<file path="src/hdl/frd_defs.vh">
`ifndef FRD_DEFS_VH
`define FRD_DEFS_VH
`define FRD_CLK_KHZ 40000
`define FRD_RETAIN_MS 15000
`define FRD_BEEP_MS 200
`define FRD_ALARM_SLOTS 4'ha
`define FRD_LONG_MS 1000
`define FRD_DEBOUNCE_MS 10
`define FRD_SEV_INFO 2'h0
`define FRD_SEV_NONCRIT 2'h1
`define FRD_SEV_CRIT 2'h2
`define FRD_SEV_UNREC 2'h3
`define FRD_BEEPS_INFO 3'h1
`define FRD_BEEPS_NONCRIT 3'h2
`define FRD_BEEPS_CRIT 3'h3
`define FRD_QDEPTH 8
`define FRD_QIW 3
`define FRD_SEQW 16
`define FRD_TMRW 30
`define FRD_BTNW 26
`define FRD_BEEPW 23
`define FRD_V_IDLE 5'h01
`define FRD_V_BANNER 5'h02
`define FRD_V_CLASS 5'h04
`define FRD_V_UNIT 5'h08
`define FRD_V_CODE 5'h10
`endif

</file>
<file path="src/hdl/frd_fault_display.v">
`timescale 1ns/1ps
`include "frd_defs.vh"

module frd_button #(
    parameter DEB_CYC = 1,
    parameter LONG_CYC = 2
) (
    input wire clk_in,
    input wire arst_n_in,
    input wire btn_n_in,
    output reg short_out,
    output reg long_out
);
    reg sync1;
    reg sync2;
    reg pressed;
    reg long_done;
    reg [`FRD_BTNW-1:0] deb_cnt;
    reg [`FRD_BTNW-1:0] hold_cnt;

    always @(posedge clk_in or negedge arst_n_in) begin
        if (!arst_n_in) begin
            sync1 <= 1'b1;
            sync2 <= 1'b1;
            pressed <= 1'b0;
            long_done <= 1'b0;
            deb_cnt <= {`FRD_BTNW{1'b0}};
            hold_cnt <= {`FRD_BTNW{1'b0}};
            short_out <= 1'b0;
            long_out <= 1'b0;
        end else begin
            sync1 <= btn_n_in;
            sync2 <= sync1;
            short_out <= 1'b0;
            long_out <= 1'b0;
            // level must hold steady for the whole window
            if (~sync2 == pressed) begin
                deb_cnt <= {`FRD_BTNW{1'b0}};
            end else if (deb_cnt == DEB_CYC[`FRD_BTNW-1:0] - 1'b1) begin
                deb_cnt <= {`FRD_BTNW{1'b0}};
                pressed <= ~sync2;
                if (sync2 && !long_done) begin
                    short_out <= 1'b1;
                end
            end else begin
                deb_cnt <= deb_cnt + 1'b1;
            end
            if (!pressed) begin
                hold_cnt <= {`FRD_BTNW{1'b0}};
                long_done <= 1'b0;
            end else if (!long_done) begin
                if (hold_cnt == LONG_CYC[`FRD_BTNW-1:0] - 1'b1) begin
                    long_out <= 1'b1;
                    long_done <= 1'b1;
                end else begin
                    hold_cnt <= hold_cnt + 1'b1;
                end
            end
        end
    end
endmodule // frd_button

module frd_fault_display #(
    parameter RETAIN_CYC = `FRD_RETAIN_MS * `FRD_CLK_KHZ,
    parameter BEEP_CYC = `FRD_BEEP_MS * `FRD_CLK_KHZ,
    parameter LONG_CYC = `FRD_LONG_MS * `FRD_CLK_KHZ,
    parameter DEB_CYC = `FRD_DEBOUNCE_MS * `FRD_CLK_KHZ
) (
    input wire clk_in,
    input wire arst_n_in,
    input wire cond_valid_in,
    input wire [1:0] cond_sev_in,
    input wire [7:0] cond_class_in,
    input wire [6:0] cond_unit_in,
    input wire [6:0] cond_code_in,
    input wire clr_valid_in,
    input wire [7:0] clr_class_in,
    input wire [6:0] clr_unit_in,
    input wire [6:0] clr_code_in,
    input wire mute_toggle_in,
    input wire alarm_disable_in,
    input wire btn_top_n_in,
    input wire btn_bot_n_in,
    output reg alarm_out,
    output reg top_led_out,
    output reg fault_menu_out,
    output reg [4:0] disp_view_out,
    output reg [3:0] disp_hi_out,
    output reg [3:0] disp_lo_out,
    output reg disp_dp_hi_out,
    output reg disp_dp_lo_out,
    output reg ctrl_valid_out,
    output reg [1:0] ctrl_sev_out,
    output reg [7:0] ctrl_class_out,
    output reg [6:0] ctrl_unit_out,
    output reg [6:0] ctrl_code_out
);
    localparam V_IDLE = `FRD_V_IDLE;
    localparam V_BANNER = `FRD_V_BANNER;
    localparam V_CLASS = `FRD_V_CLASS;
    localparam V_UNIT = `FRD_V_UNIT;
    localparam V_CODE = `FRD_V_CODE;
    localparam KW = 2 + `FRD_SEQW;

    reg q_valid [0:`FRD_QDEPTH-1];
    reg q_fixed [0:`FRD_QDEPTH-1];
    reg [1:0] q_sev [0:`FRD_QDEPTH-1];
    reg [7:0] q_class [0:`FRD_QDEPTH-1];
    reg [6:0] q_unit [0:`FRD_QDEPTH-1];
    reg [6:0] q_code [0:`FRD_QDEPTH-1];
    reg [`FRD_SEQW-1:0] q_seq [0:`FRD_QDEPTH-1];
    reg [`FRD_TMRW-1:0] q_tmr [0:`FRD_QDEPTH-1];
    reg [`FRD_SEQW-1:0] seq;
    reg [`FRD_QIW-1:0] cur;
    reg jump;
    reg [4:0] view;
    reg muted;
    reg [`FRD_BEEPW-1:0] beep_cnt;
    reg [3:0] slot;
    wire top_short;
    wire top_long;
    wire bot_short;

    // combinational picks over the queue
    reg any;
    reg has_free;
    reg has_next;
    reg [`FRD_QIW-1:0] free_idx;
    reg [`FRD_QIW-1:0] best_idx;
    reg [`FRD_QIW-1:0] next_idx;
    reg [KW-1:0] best_key;
    reg [KW-1:0] next_key;
    reg [KW-1:0] cur_key;
    reg [KW-1:0] k;
    integer i;
    // own loop index: the queue process must not share one with the picks
    integer j;

    // lower key first: severity inverted, then age
    function [KW-1:0] key_of;
        input [1:0] sev;
        input [`FRD_SEQW-1:0] s;
        begin
            key_of = {~sev, s};
        end
    endfunction

    function [7:0] to_dec;
        input [6:0] v;
        integer t;
        reg [6:0] r;
        begin
            r = v;
            to_dec = 8'h00;
            for (t = 9; t > 0; t = t - 1) begin
                if (to_dec[7:4] == 4'h0 && v >= t * 10) begin
                    to_dec[7:4] = t[3:0];
                    r = v - t[6:0] * 7'h0a;
                end
            end
            to_dec[3:0] = r[3:0];
        end
    endfunction

    always @* begin
        any = 1'b0;
        has_free = 1'b0;
        has_next = 1'b0;
        free_idx = {`FRD_QIW{1'b0}};
        best_idx = {`FRD_QIW{1'b0}};
        next_idx = {`FRD_QIW{1'b0}};
        best_key = {KW{1'b1}};
        next_key = {KW{1'b1}};
        cur_key = key_of(q_sev[cur], q_seq[cur]);
        k = {KW{1'b0}};
        for (j = `FRD_QDEPTH - 1; j >= 0; j = j - 1) begin
            k = key_of(q_sev[j], q_seq[j]);
            if (!q_valid[j]) begin
                has_free = 1'b1;
                free_idx = j[`FRD_QIW-1:0];
            end else begin
                if (!any || k < best_key) begin
                    best_key = k;
                    best_idx = j[`FRD_QIW-1:0];
                end
                if (k > cur_key && (!has_next || k < next_key)) begin
                    next_key = k;
                    next_idx = j[`FRD_QIW-1:0];
                    has_next = 1'b1;
                end
                any = 1'b1;
            end
        end
    end

    frd_button #(.DEB_CYC(DEB_CYC), .LONG_CYC(LONG_CYC)) u_top (
        .clk_in(clk_in),
        .arst_n_in(arst_n_in),
        .btn_n_in(btn_top_n_in),
        .short_out(top_short),
        .long_out(top_long)
    );

    frd_button #(.DEB_CYC(DEB_CYC), .LONG_CYC(LONG_CYC)) u_bot (
        .clk_in(clk_in),
        .arst_n_in(arst_n_in),
        .btn_n_in(btn_bot_n_in),
        .short_out(bot_short),
        .long_out()
    );

    // queue: a new report wins over a clear of the same slot
    always @(posedge clk_in or negedge arst_n_in) begin
        if (!arst_n_in) begin
            seq <= {`FRD_SEQW{1'b0}};
            for (i = 0; i < `FRD_QDEPTH; i = i + 1) begin
                q_valid[i] <= 1'b0;
                q_fixed[i] <= 1'b0;
                q_sev[i] <= 2'h0;
                q_class[i] <= 8'h00;
                q_unit[i] <= 7'h00;
                q_code[i] <= 7'h00;
                q_seq[i] <= {`FRD_SEQW{1'b0}};
                q_tmr[i] <= {`FRD_TMRW{1'b0}};
            end
        end else begin
            // sequence wraps after 65536 reports; order then skews
            if (cond_valid_in) begin
                seq <= seq + 1'b1;
            end
            for (i = 0; i < `FRD_QDEPTH; i = i + 1) begin
                if (cond_valid_in && has_free && free_idx == i) begin
                    q_valid[i] <= 1'b1;
                    q_fixed[i] <= 1'b0;
                    q_sev[i] <= cond_sev_in;
                    q_class[i] <= cond_class_in;
                    q_unit[i] <= cond_unit_in;
                    q_code[i] <= cond_code_in;
                    q_seq[i] <= seq;
                    q_tmr[i] <= RETAIN_CYC[`FRD_TMRW-1:0];
                end else if (q_valid[i]) begin
                    if (q_tmr[i] != {`FRD_TMRW{1'b0}}) begin
                        q_tmr[i] <= q_tmr[i] - 1'b1;
                    end
                    if (clr_valid_in && clr_class_in == q_class[i] &&
                        clr_unit_in == q_unit[i] &&
                        clr_code_in == q_code[i]) begin
                        q_fixed[i] <= 1'b1;
                    end
                    // only a corrected, aged report leaves
                    if (q_fixed[i] && q_tmr[i] == {`FRD_TMRW{1'b0}}) begin
                        q_valid[i] <= 1'b0;
                    end
                end
            end
        end
    end

    // navigation and display
    always @(posedge clk_in or negedge arst_n_in) begin
        if (!arst_n_in) begin
            view <= V_IDLE;
            cur <= {`FRD_QIW{1'b0}};
            jump <= 1'b0;
        end else begin
            jump <= cond_valid_in && cond_sev_in > q_sev[cur];
            case (view)
            V_IDLE: begin
                if (any) begin
                    view <= V_BANNER;
                end
            end
            V_BANNER: begin
                cur <= best_idx;
                if (!any) begin
                    view <= V_IDLE;
                end else if (top_long) begin
                    view <= V_CLASS;
                end
            end
            V_CLASS, V_UNIT, V_CODE: begin
                if (!any) begin
                    view <= V_IDLE;
                end else if (jump || !q_valid[cur]) begin
                    cur <= best_idx;
                end else if (bot_short) begin
                    view <= V_BANNER;
                end else if (top_long) begin
                    cur <= has_next ? next_idx : best_idx;
                    view <= V_CLASS;
                end else if (top_short) begin
                    view <= (view == V_CLASS) ? V_UNIT :
                            (view == V_UNIT) ? V_CODE : V_CLASS;
                end
            end
            default: begin
                view <= V_IDLE;
            end
            endcase
        end
    end

    always @(posedge clk_in or negedge arst_n_in) begin
        if (!arst_n_in) begin
            disp_view_out <= V_IDLE;
            disp_hi_out <= 4'h0;
            disp_lo_out <= 4'h0;
            disp_dp_hi_out <= 1'b0;
            disp_dp_lo_out <= 1'b0;
            top_led_out <= 1'b0;
            fault_menu_out <= 1'b0;
            ctrl_valid_out <= 1'b0;
            ctrl_sev_out <= 2'h0;
            ctrl_class_out <= 8'h00;
            ctrl_unit_out <= 7'h00;
            ctrl_code_out <= 7'h00;
        end else begin
            disp_view_out <= view;
            top_led_out <= any;
            fault_menu_out <= any;
            ctrl_valid_out <= cond_valid_in;
            if (cond_valid_in) begin
                ctrl_sev_out <= cond_sev_in;
                ctrl_class_out <= cond_class_in;
                ctrl_unit_out <= cond_unit_in;
                ctrl_code_out <= cond_code_in;
            end
            disp_dp_hi_out <= view == V_CLASS;
            disp_dp_lo_out <= view == V_CLASS || view == V_UNIT;
            if (view == V_CLASS) begin
                {disp_hi_out, disp_lo_out} <= q_class[cur];
            end else if (view == V_UNIT) begin
                {disp_hi_out, disp_lo_out} <= to_dec(q_unit[cur]);
            end else if (view == V_CODE) begin
                {disp_hi_out, disp_lo_out} <= to_dec(q_code[cur]);
            end else begin
                {disp_hi_out, disp_lo_out} <= 8'h00;
            end
        end
    end

    // alarm: slots of one beep length, even slots may sound, every slot for unrecoverable
    always @(posedge clk_in or negedge arst_n_in) begin
        if (!arst_n_in) begin
            muted <= 1'b0;
            beep_cnt <= {`FRD_BEEPW{1'b0}};
            slot <= 4'h0;
            alarm_out <= 1'b0;
        end else begin
            if (cond_valid_in) begin
                muted <= 1'b0;
            end else if (mute_toggle_in) begin
                muted <= ~muted;
            end
            if (!any || muted || alarm_disable_in) begin
                beep_cnt <= {`FRD_BEEPW{1'b0}};
                slot <= 4'h0;
                alarm_out <= 1'b0;
            end else begin
                if (beep_cnt == BEEP_CYC[`FRD_BEEPW-1:0] - 1'b1) begin
                    beep_cnt <= {`FRD_BEEPW{1'b0}};
                    slot <= (slot == `FRD_ALARM_SLOTS - 1'b1) ? 4'h0 :
                            slot + 1'b1;
                end else begin
                    beep_cnt <= beep_cnt + 1'b1;
                end
                case (q_sev[best_idx])
                `FRD_SEV_UNREC: alarm_out <= 1'b1;
                `FRD_SEV_CRIT:
                    alarm_out <= !slot[0] &&
                        slot[3:1] < `FRD_BEEPS_CRIT;
                `FRD_SEV_NONCRIT:
                    alarm_out <= !slot[0] &&
                        slot[3:1] < `FRD_BEEPS_NONCRIT;
                default:
                    alarm_out <= !slot[0] &&
                        slot[3:1] < `FRD_BEEPS_INFO;
                endcase
            end
        end
    end
endmodule // frd_fault_display

</file>
<file path="config.mk">
export PLATFORM = sky130hd
export DESIGN_NAME = frd_fault_display
export DESIGN_NICKNAME = d
export VERILOG_FILES = /design/src/hdl/frd_fault_display.v
export VERILOG_INCLUDE_DIRS = /design/src /design/src/hdl
export SDC_FILE = /design/constraint.sdc
export NUM_CORES = 2
export LEC_CHECK = 0
export ABC_AREA = 1
export BUFFER_PORTS_ARGS = -buffer_cell sky130_fd_sc_hd__buf_4
export CORE_UTILIZATION = 45
export CTS_CLUSTER_SIZE = 12
export DETAILED_ROUTE_END_ITERATION = 10
export HOLD_SLACK_MARGIN = 0.15
export PLACE_DENSITY = 0.69
export SKIP_LAST_GASP = 1
export SYNTH_ARGS = -nofsm -noshare
export SYNTH_HDL_FRONTEND = slang
export SYNTH_SLANG_ARGS = --single-unit
</file>
<file path="constraint.sdc">
create_clock -name clk_in -period 16.01 [get_ports clk_in]
set_input_delay 2.4015 -clock clk_in [delete_from_list [all_inputs] [get_ports clk_in]]
set_output_delay 2.4015 -clock clk_in [all_outputs]
set_load 0.05 [all_outputs]
</file>
* Word level (Yosys, flattened, before mapping) *
Index checks and enable logic that the tools add are counted.

storage, ports and cells
  output and inout bits = 43
  bits in registers = 786
  logic and storage cells = 764
  input bits = 54

cells by class
  muxes and demuxes = 323
  bitwise gates (word level) = 16
  reductions and logical operators = 190
  eq/ne operators = 58
  magnitude comparators = 46
  $add $sub $neg = 33

operator list
  cell                                                    count
  2-to-1 mux 30 bit                                       24
  2-to-1 mux 18 bit                                       27
  2-to-1 mux 4 bit                                        85
  2-to-1 mux 26 bit                                       10
  less-than comparator 18 bit                             14
  logical NOT 30 bit                                      8
  nonzero test 30 bit                                     8
  subtractor 30 x 1 -> 30 bit (second input constant)     8
  greater-than comparator 18 bit                          8
  2-to-1 mux 3 bit                                        44
  equality test 7 bit                                     16
  adder 26 x 1 -> 26 bit (second input constant)          4
  2-to-1 mux 1 bit                                        99
  logical AND 1 bit                                       70
  equality test 8 bit                                     8
  logical NOT 4 bit                                       16
  nonzero test 2 bit                                      27
  equality test 26 x 19 -> 1 bit (second input constant)  2
  equality test 26 bit (second input constant)            2
  2-to-1 mux 5 bit                                        10
  binary-select mux 16 bit (select 3 bit)                 1
  2-to-1 mux 23 bit                                       2
  binary-select mux 7 bit (select 3 bit)                  2
  >= comparator 7 x 6 -> 1 bit (second input constant)    6
  50 further kinds                                        165

* Logic depth before layout (Yosys ltp) *
  depth in word-level cells = 57
  gate-level depth with buffers = 119

* Modules after synthesis *
A second synthesis with hierarchy kept.

unflattened totals
  cells, all modules = 7,218
  area, all modules = 52,885.7 µm²

modules (own cells, without submodules)
  module             cells an instance  times used  area each (µm²)  sequential area each (µm²)
  frd_fault_display  6,178              1           45,746.4         16,793.6
  frd_button         520                2           3,569.7          1,453.9

* Worst setup path before layout *
OpenSTA, ideal clock, no wires.

  kind = reg2reg
  from = reg cur[0]
  to = reg cur[1]
  arrival = 13,856 ps
  library setup time = 77 ps
  stages on the path, launching flop included = 102
  slack = 2,076 ps
  path through = dfrtp_1 -> clkbuf_1 -> clkbuf_1 -> clkbuf_1 -> clkbuf_1 -> clkbuf_1 -> clkbuf_1 -> o21ai_0 -> o221ai_1 -> o21ai_0 -> ha_1 -> nand2_1 -> nor2_1 -> nand2_2 -> nor2_1 -> nor2_1 -> nand2_1 -> nand2_1 -> (+66 left out) -> a211oi_1 -> nand2_1 -> nand2_2 -> nand2_4 -> clkbuf_1 -> nand2_1 -> o21ai_0 -> ha_1 -> nand2_1 -> nor4_1 -> inv_1 -> nor4_1 -> nand2_1 -> nand2_1 -> nand2_1 -> nand2_2 -> nand2_1 -> a21oi_1

on the way
  longest elaborated chain between the ends = 49
  elaborated cells on any way between the ends = 104
  those cells by class = order compare (15); eq/ne (2); mux (61); bitwise (2); reduce/logical (24)

ends and longest elaborated chain
  element                                                                  RTL line                                          RTL
  from (decl)                                                              frd_fault_display.v:114                           reg [`FRD_QIW-1:0] cur;
  from (signal assigned)                                                   frd_fault_display.v:263                           cur <= {`FRD_QIW{1'b0}};
  from (signal assigned)                                                   frd_fault_display.v:274                           cur <= best_idx;
  from (signal assigned)                                                   frd_fault_display.v:285                           cur <= best_idx;
  NOT 3 -> 4 bit (implied by the code) *                                   frd_fault_display.v:174, frd_fault_display.v:284
  binary-select mux 2 bit (select 3 bit)                                   frd_fault_display.v:174                           cur_key = key_of(q_sev[cur], q_seq[cur]);
  2-to-1 mux 2 bit (implied by the code) (2 in series)                     frd_fault_display.v:174
  NOT 2 bit                                                                frd_fault_display.v:144                           key_of = {~sev, s};
  greater-than comparator 18 bit                                           frd_fault_display.v:186                           if (k > cur_key && (!has_next || k < next_key)) begin
  2-to-1 mux 18 bit / 2-to-1 mux 1 bit (equally long branches)             frd_fault_display.v:186
  2-to-1 mux 18 bit / 2-to-1 mux 1 bit (equally long branches)             frd_fault_display.v:178                           if (!q_valid[j]) begin
  less-than comparator 18 bit / logical NOT 1 bit (equally long branches)  frd_fault_display.v:186
  (+32 left out)                                                           --
  2-to-1 mux 3 bit / 2-to-1 mux 1 bit (equally long branches)              frd_fault_display.v:186
  2-to-1 mux 3 bit / 2-to-1 mux 1 bit (equally long branches)              frd_fault_display.v:178
  2-to-1 mux 3 bit                                                         frd_fault_display.v:289                           cur <= has_next ? next_idx : best_idx;
  2-to-1 mux 3 bit                                                         frd_fault_display.v:288                           end else if (top_long) begin
  2-to-1 mux 3 bit                                                         frd_fault_display.v:286                           end else if (bot_short) begin
  2-to-1 mux 3 bit                                                         frd_fault_display.v:284                           end else if (jump || !q_valid[cur]) begin
  2-to-1 mux 3 bit                                                         frd_fault_display.v:282                           if (!any) begin
  one-hot mux 3 bit (2 select lines)                                       frd_fault_display.v:267                           case (view)

Mark *: on every way between the ends. The rest lies on a longest branch, timed or not. The select of a mux whose other input is x is not followed.
A chain may end at the register's enable or synchronous reset.

* Final worst setup path *
  from = reg q_valid[0] in the netlist's numbering
  to = reg alarm_out

on the way
  longest elaborated chain between the ends = 36
  elaborated cells on any way between the ends = 69
  those cells by class = order compare (7); eq/ne (3); mux (41); bitwise (1); reduce/logical (17)

ends and longest elaborated chain
  element                                                                     RTL line                 RTL
  from (decl)                                                                 frd_fault_display.v:105  reg q_valid [0:`FRD_QDEPTH-1];
  from (signal, indexed assignment)                                           frd_fault_display.v:217  q_valid[i] <= 1'b0;
  from (signal, indexed assignment)                                           frd_fault_display.v:233  q_valid[i] <= 1'b1;
  from (signal, indexed assignment)                                           frd_fault_display.v:252  q_valid[i] <= 1'b0;
  2-to-1 mux 18 bit                                                           frd_fault_display.v:178
  less-than comparator 18 bit                                                 frd_fault_display.v:182  if (!any || k < best_key) begin
  logical OR 1 bit                                                            frd_fault_display.v:182
  2-to-1 mux 18 bit                                                           frd_fault_display.v:182
  2-to-1 mux 18 bit                                                           frd_fault_display.v:178
  less-than comparator 18 bit                                                 frd_fault_display.v:182
  logical OR 1 bit                                                            frd_fault_display.v:182
  2-to-1 mux 18 bit                                                           frd_fault_display.v:182
  (+19 left out)                                                              --
  2-to-1 mux 3 bit                                                            frd_fault_display.v:182
  2-to-1 mux 3 bit                                                            frd_fault_display.v:178
  NOT 3 -> 4 bit (implied by the code)                                        frd_fault_display.v:367  case (q_sev[best_idx])
  binary-select mux 2 bit (select 3 bit)                                      frd_fault_display.v:367
  2-to-1 mux 2 bit (implied by the code) (2 in series)                        frd_fault_display.v:367
  equality test 2 x 1 -> 1 bit / equality test 2 bit (equally long branches)  frd_fault_display.v:367
  one-hot mux 1 bit (3 select lines)                                          frd_fault_display.v:367
  2-to-1 mux 1 bit *                                                          frd_fault_display.v:355  if (!any || muted || alarm_disable_in) begin
  to (signal assigned)                                                        frd_fault_display.v:370  alarm_out <= !slot[0] &&
  to (signal assigned)                                                        frd_fault_display.v:373  alarm_out <= !slot[0] &&
  to (signal assigned)                                                        frd_fault_display.v:376  alarm_out <= !slot[0] &&
  to (decl)                                                                   frd_fault_display.v:84   output reg alarm_out,

Marked as above.

==> impl_metrics.csv <==
group,metric,value,unit
setup_path,cp_slowest_cell,"dfrtp_1",
power_and_ir_drop,p_total,7070,uW
placement,gp_congestion,1.02,
synthesis,synth_cell_type_count,65,
setup_path,path_common_cell,"nand2_1",
routing,viasPerCell,5.78,
synthesis,synth_area_leader_cell,"dfrtp_1",
clock_tree,cts_buffers,92,
synthesis,avgSynthCellArea,7.48,um^2
timing,fin_skew,26.1,ps
synthesis,ys.flop_type,"dfrtp_1",
grt,grt_antenna_before_repair,10,
setup_path,worstPathArrival,15500,ps
clock_tree,clk_pin_slew_worst_paths,60,ps
timing,timing.final.max_slew_violations,0,
clock_tree,clock_path_buffers,3,
clock_tree,cts_root_buf,"clkbuf_16",
power_and_ir_drop,ir_worst_vdd,0.102,mV
synthesis,synthArstFlopShare,100,%
grt,first_global_vias,46100,
setup_path,critPathLaunchType,"flop",
timing,fin_crit,14950,ps
clock_tree,clkSinkCount,786,
routing,drc,0,
routing,drtIter0Drc,5080,
grt,grt_max_degree,111,
synthesis,synth_area_leaders,"dfrtp_1 38%, ha_1 10%, o21ai_0 9.8%, nand2_1 9.3%, inv_1 5.8%",
synthesis,syn_inst,6810,
flow_run,drv_cap,0,
timing,setup_viol,0,
layout,drive_gt1_share,7.58,%
routing,post_drt_wl_per_cell,20.1,um
floorplan,die_area,115000,um^2
clock_tree,h-tree-depth,3,
floorplan,fp-row-count,123,
synthesis,synth_nets,7274,
timing,min_period_over_period,93.4,%
placement,hpwl,124,mm
layout,nets,7373,
synthesis,yosysMostFrequentCell,"nand2_1",
clock_tree,clk_latency,690,ps
placement,placed_area,53900,um^2
floorplan,io_pins,97,
synthesis,synth_edf_count,0,
synthesis,synth_common_cells,"1,257 x nand2_1, 998 x o21ai_0, 782 x inv_1, 780 x dfrtp_1, 645 x nor2_1",
timing,timing.fmax,66.9,MHz
grt,met3_usage,5.31,%
timing,worst_slew_pin_slew,1070,ps
routing,drt.antenna.violating_nets,0,
synthesis,synth-seq-cells,786,
layout,fillers,10900,
grt,grt_usage,29.2,%
grt,busiest_layer,"met2",
setup_path,critPathMaxFanout,38,
layout,finalInstanceArea,57400,um^2
setup_path,cp_slowest_stage_delay,430,ps
setup_path,criticalPathCategory,"flop to flop",
floorplan,die_h,338,um
power_and_ir_drop,cellPowerDensity,123,nW/um^2
routing,num_vias,49000,
worst_hold_path,holdCritPathClass,"flop to flop",
power_and_ir_drop,p_leak,0.0273,uW
synthesis,yosys_warnings,0,
timing,relSlewSlack,28.0,%
synthesis,yosysSeqAreaShare,38.6,%
synthesis,synth_top_area_share,38.3,%
placement,io_buffers,96,
routing,drtPass1Iterations,7,
setup_path,endpoint_kind,"flop",
clock_tree,tritoncts,"built",
grt,grt-ovfl-total,0,
setup_path,cp.required,16560,ps
grt,grt_pass1_wl,265,mm
floorplan,initial_core_util,45.4,%
outcome,status,"finished, final reports clean",
timing,layout_setup_ws,1060,ps
synthesis,syn_area,51000,um^2
layout,area_growth,12.6,%
timing,hold_viol_final,0,
grt,met2_usage,45.3,%
floorplan,fp.coreArea,112000,um^2
placement,pre_cts_slack,295,ps
floorplan,die_x,338,um
grt,use_met1,39.5,%
routing,wl,171,mm
layout by cell type (no fill, tap or decap), types with 8 or more instances in the layout:
| master | instances |
|---|---|
| dfrtp_1 | 778 |
| o21bai_1 | 10 |
| o21ai_1 | 47 |
| or2_2 | 18 |
| a31oi_1 | 19 |
| o22ai_1 | 76 |
| o2111ai_1 | 9 |
| nand3b_1 | 16 |
| o21a_1 | 20 |
| nor4_1 | 73 |
| xnor2_1 | 34 |
| o221ai_1 | 32 |
| nor2_1 | 636 |
| nand4_1 | 102 |
| o221a_2 | 8 |
| bufinv_16 | 14 |
| xor2_1 | 82 |
| inv_2 | 9 |
| clkbuf_16 | 93 |
| o21ai_0 | 965 |
| buf_4 | 245 |
| ha_1 | 410 |
| clkbuf_8 | 10 |
| nor2_4 | 9 |
| nand2_1 | 1255 |
| nand3_1 | 268 |
| inv_1 | 776 |
| clkinv_2 | 19 |
| nor3_1 | 167 |
| a21oi_1 | 507 |
| a21o_1 | 9 |
| nand2_2 | 22 |
| clkbuf_1 | 17 |
| a211oi_1 | 38 |
| o21ai_2 | 8 |
| o211ai_1 | 22 |
| a2111oi_0 | 8 |
| a221oi_1 | 22 |
registers in the layout, summed over array words and instances, names as in the netlist, 5 cells and up:
name,count
beep_cnt,23
ctrl_class_out,8
ctrl_code_out,7
ctrl_unit_out,7
disp_view_out,5
key_of.s,16
q_class,64
q_code,56
q_fixed,8
q_seq,112
q_sev,14
q_tmr,240
q_unit,56
q_valid,8
seq,16
u_bot.deb_cnt,26
u_bot.hold_cnt,26
u_top.deb_cnt,26
u_top.hold_cnt,26
view,5
cell type report:
type,instances,area [um^2],share of cell area [%]
Sequential cell,786,19700,34.3
Inverter,794,3000,5.23
Clock inverter,47,676,1.18
Timing Repair Buffer,259,2070,3.61
Antenna cell,3,7.51,0.0131
Multi-Input combinational cell,4976,27600,48.0
Tap cell,1500,1880,3.27
Clock buffer,120,2530,4.41
power breakdown:
| group | internal, uW | switching (uW) | leakage [uW] |
|---|---|---|---|
| clock network | 1340 | 895 | 0.00157 |
| logic | 882 | 1780 | 0.0161 |
| registers | 2060 | 106 | 0.00960 |
cells by family (layout without fill, tap and decap cells):
logic type	Yosys count	in the layout	synth area share, %
other	0	3	0
DFF	786	786	38.6
adders and majority gates	410	410	10.1
xor gates and xnor gates	116	116	1.99
and+or+nand+nor	2609	2609	21.8
AOI/OAI and AO/OA	1840	1840	19.7
buffers and inverters	1048	1220	7.78
muxes	1	1	0.0196
per-layer routing:
| metal | part of all wire (%) | up-vias |
|---|---|---|
| met4 | 5.2 | 10 |
| li1 | - | 23300 |
| met1 | 42 | 23000 |
| met2 | 44 | 2227 |
| met3 | 9.2 | 479 |
| met5 | 0.037 | - |
worst max-delay path, delay by kind of cell (launching register included):
kind	cells	cell delay [ps]
simple gates	37	3330
compound gates	33	6400
buf+inv	13	2390
flops	1	430
fa+ha+maj	7	2200
timing repair:
item,in CTS,in global routing
resized for setup,0,77
endpoints found under the setup margin,0,4
setup buffers,0,5
hold buffers,0,0
metrics by stage:
step	hold slack [ps]	setup TNS, ps	cells	utilization [%]
after floorplan	345	0	6810	-
after CTS	356	0	8477	50.8
after global placement	348	0	8310	48.0
final	356	0	8485	51.1
after detailed placement	347	0	8310	48.0
after global routing	363	-53.3	8483	51.1
path summary, 6_finish.rpt:
path / startpoint / to / slack, ps / cells past startpoint
hold reg to reg: u_bot.sync1 / u_bot.sync2 / 360 / 0
hold / removal: u_bot.sync1 / u_bot.sync2 / 360 / 0
setup / recovery: q_valid[0] / alarm_out / 1060 / 90
min in group asynchronous: arst_n_in / q_tmr[46] / 1810 / 1
setup reg to reg: q_valid[0] / alarm_out / 1060 / 90
max in group asynchronous: arst_n_in / q_seq[79] / 11220 / 4
Note: power is estimated with default switching activity, not from simulation.
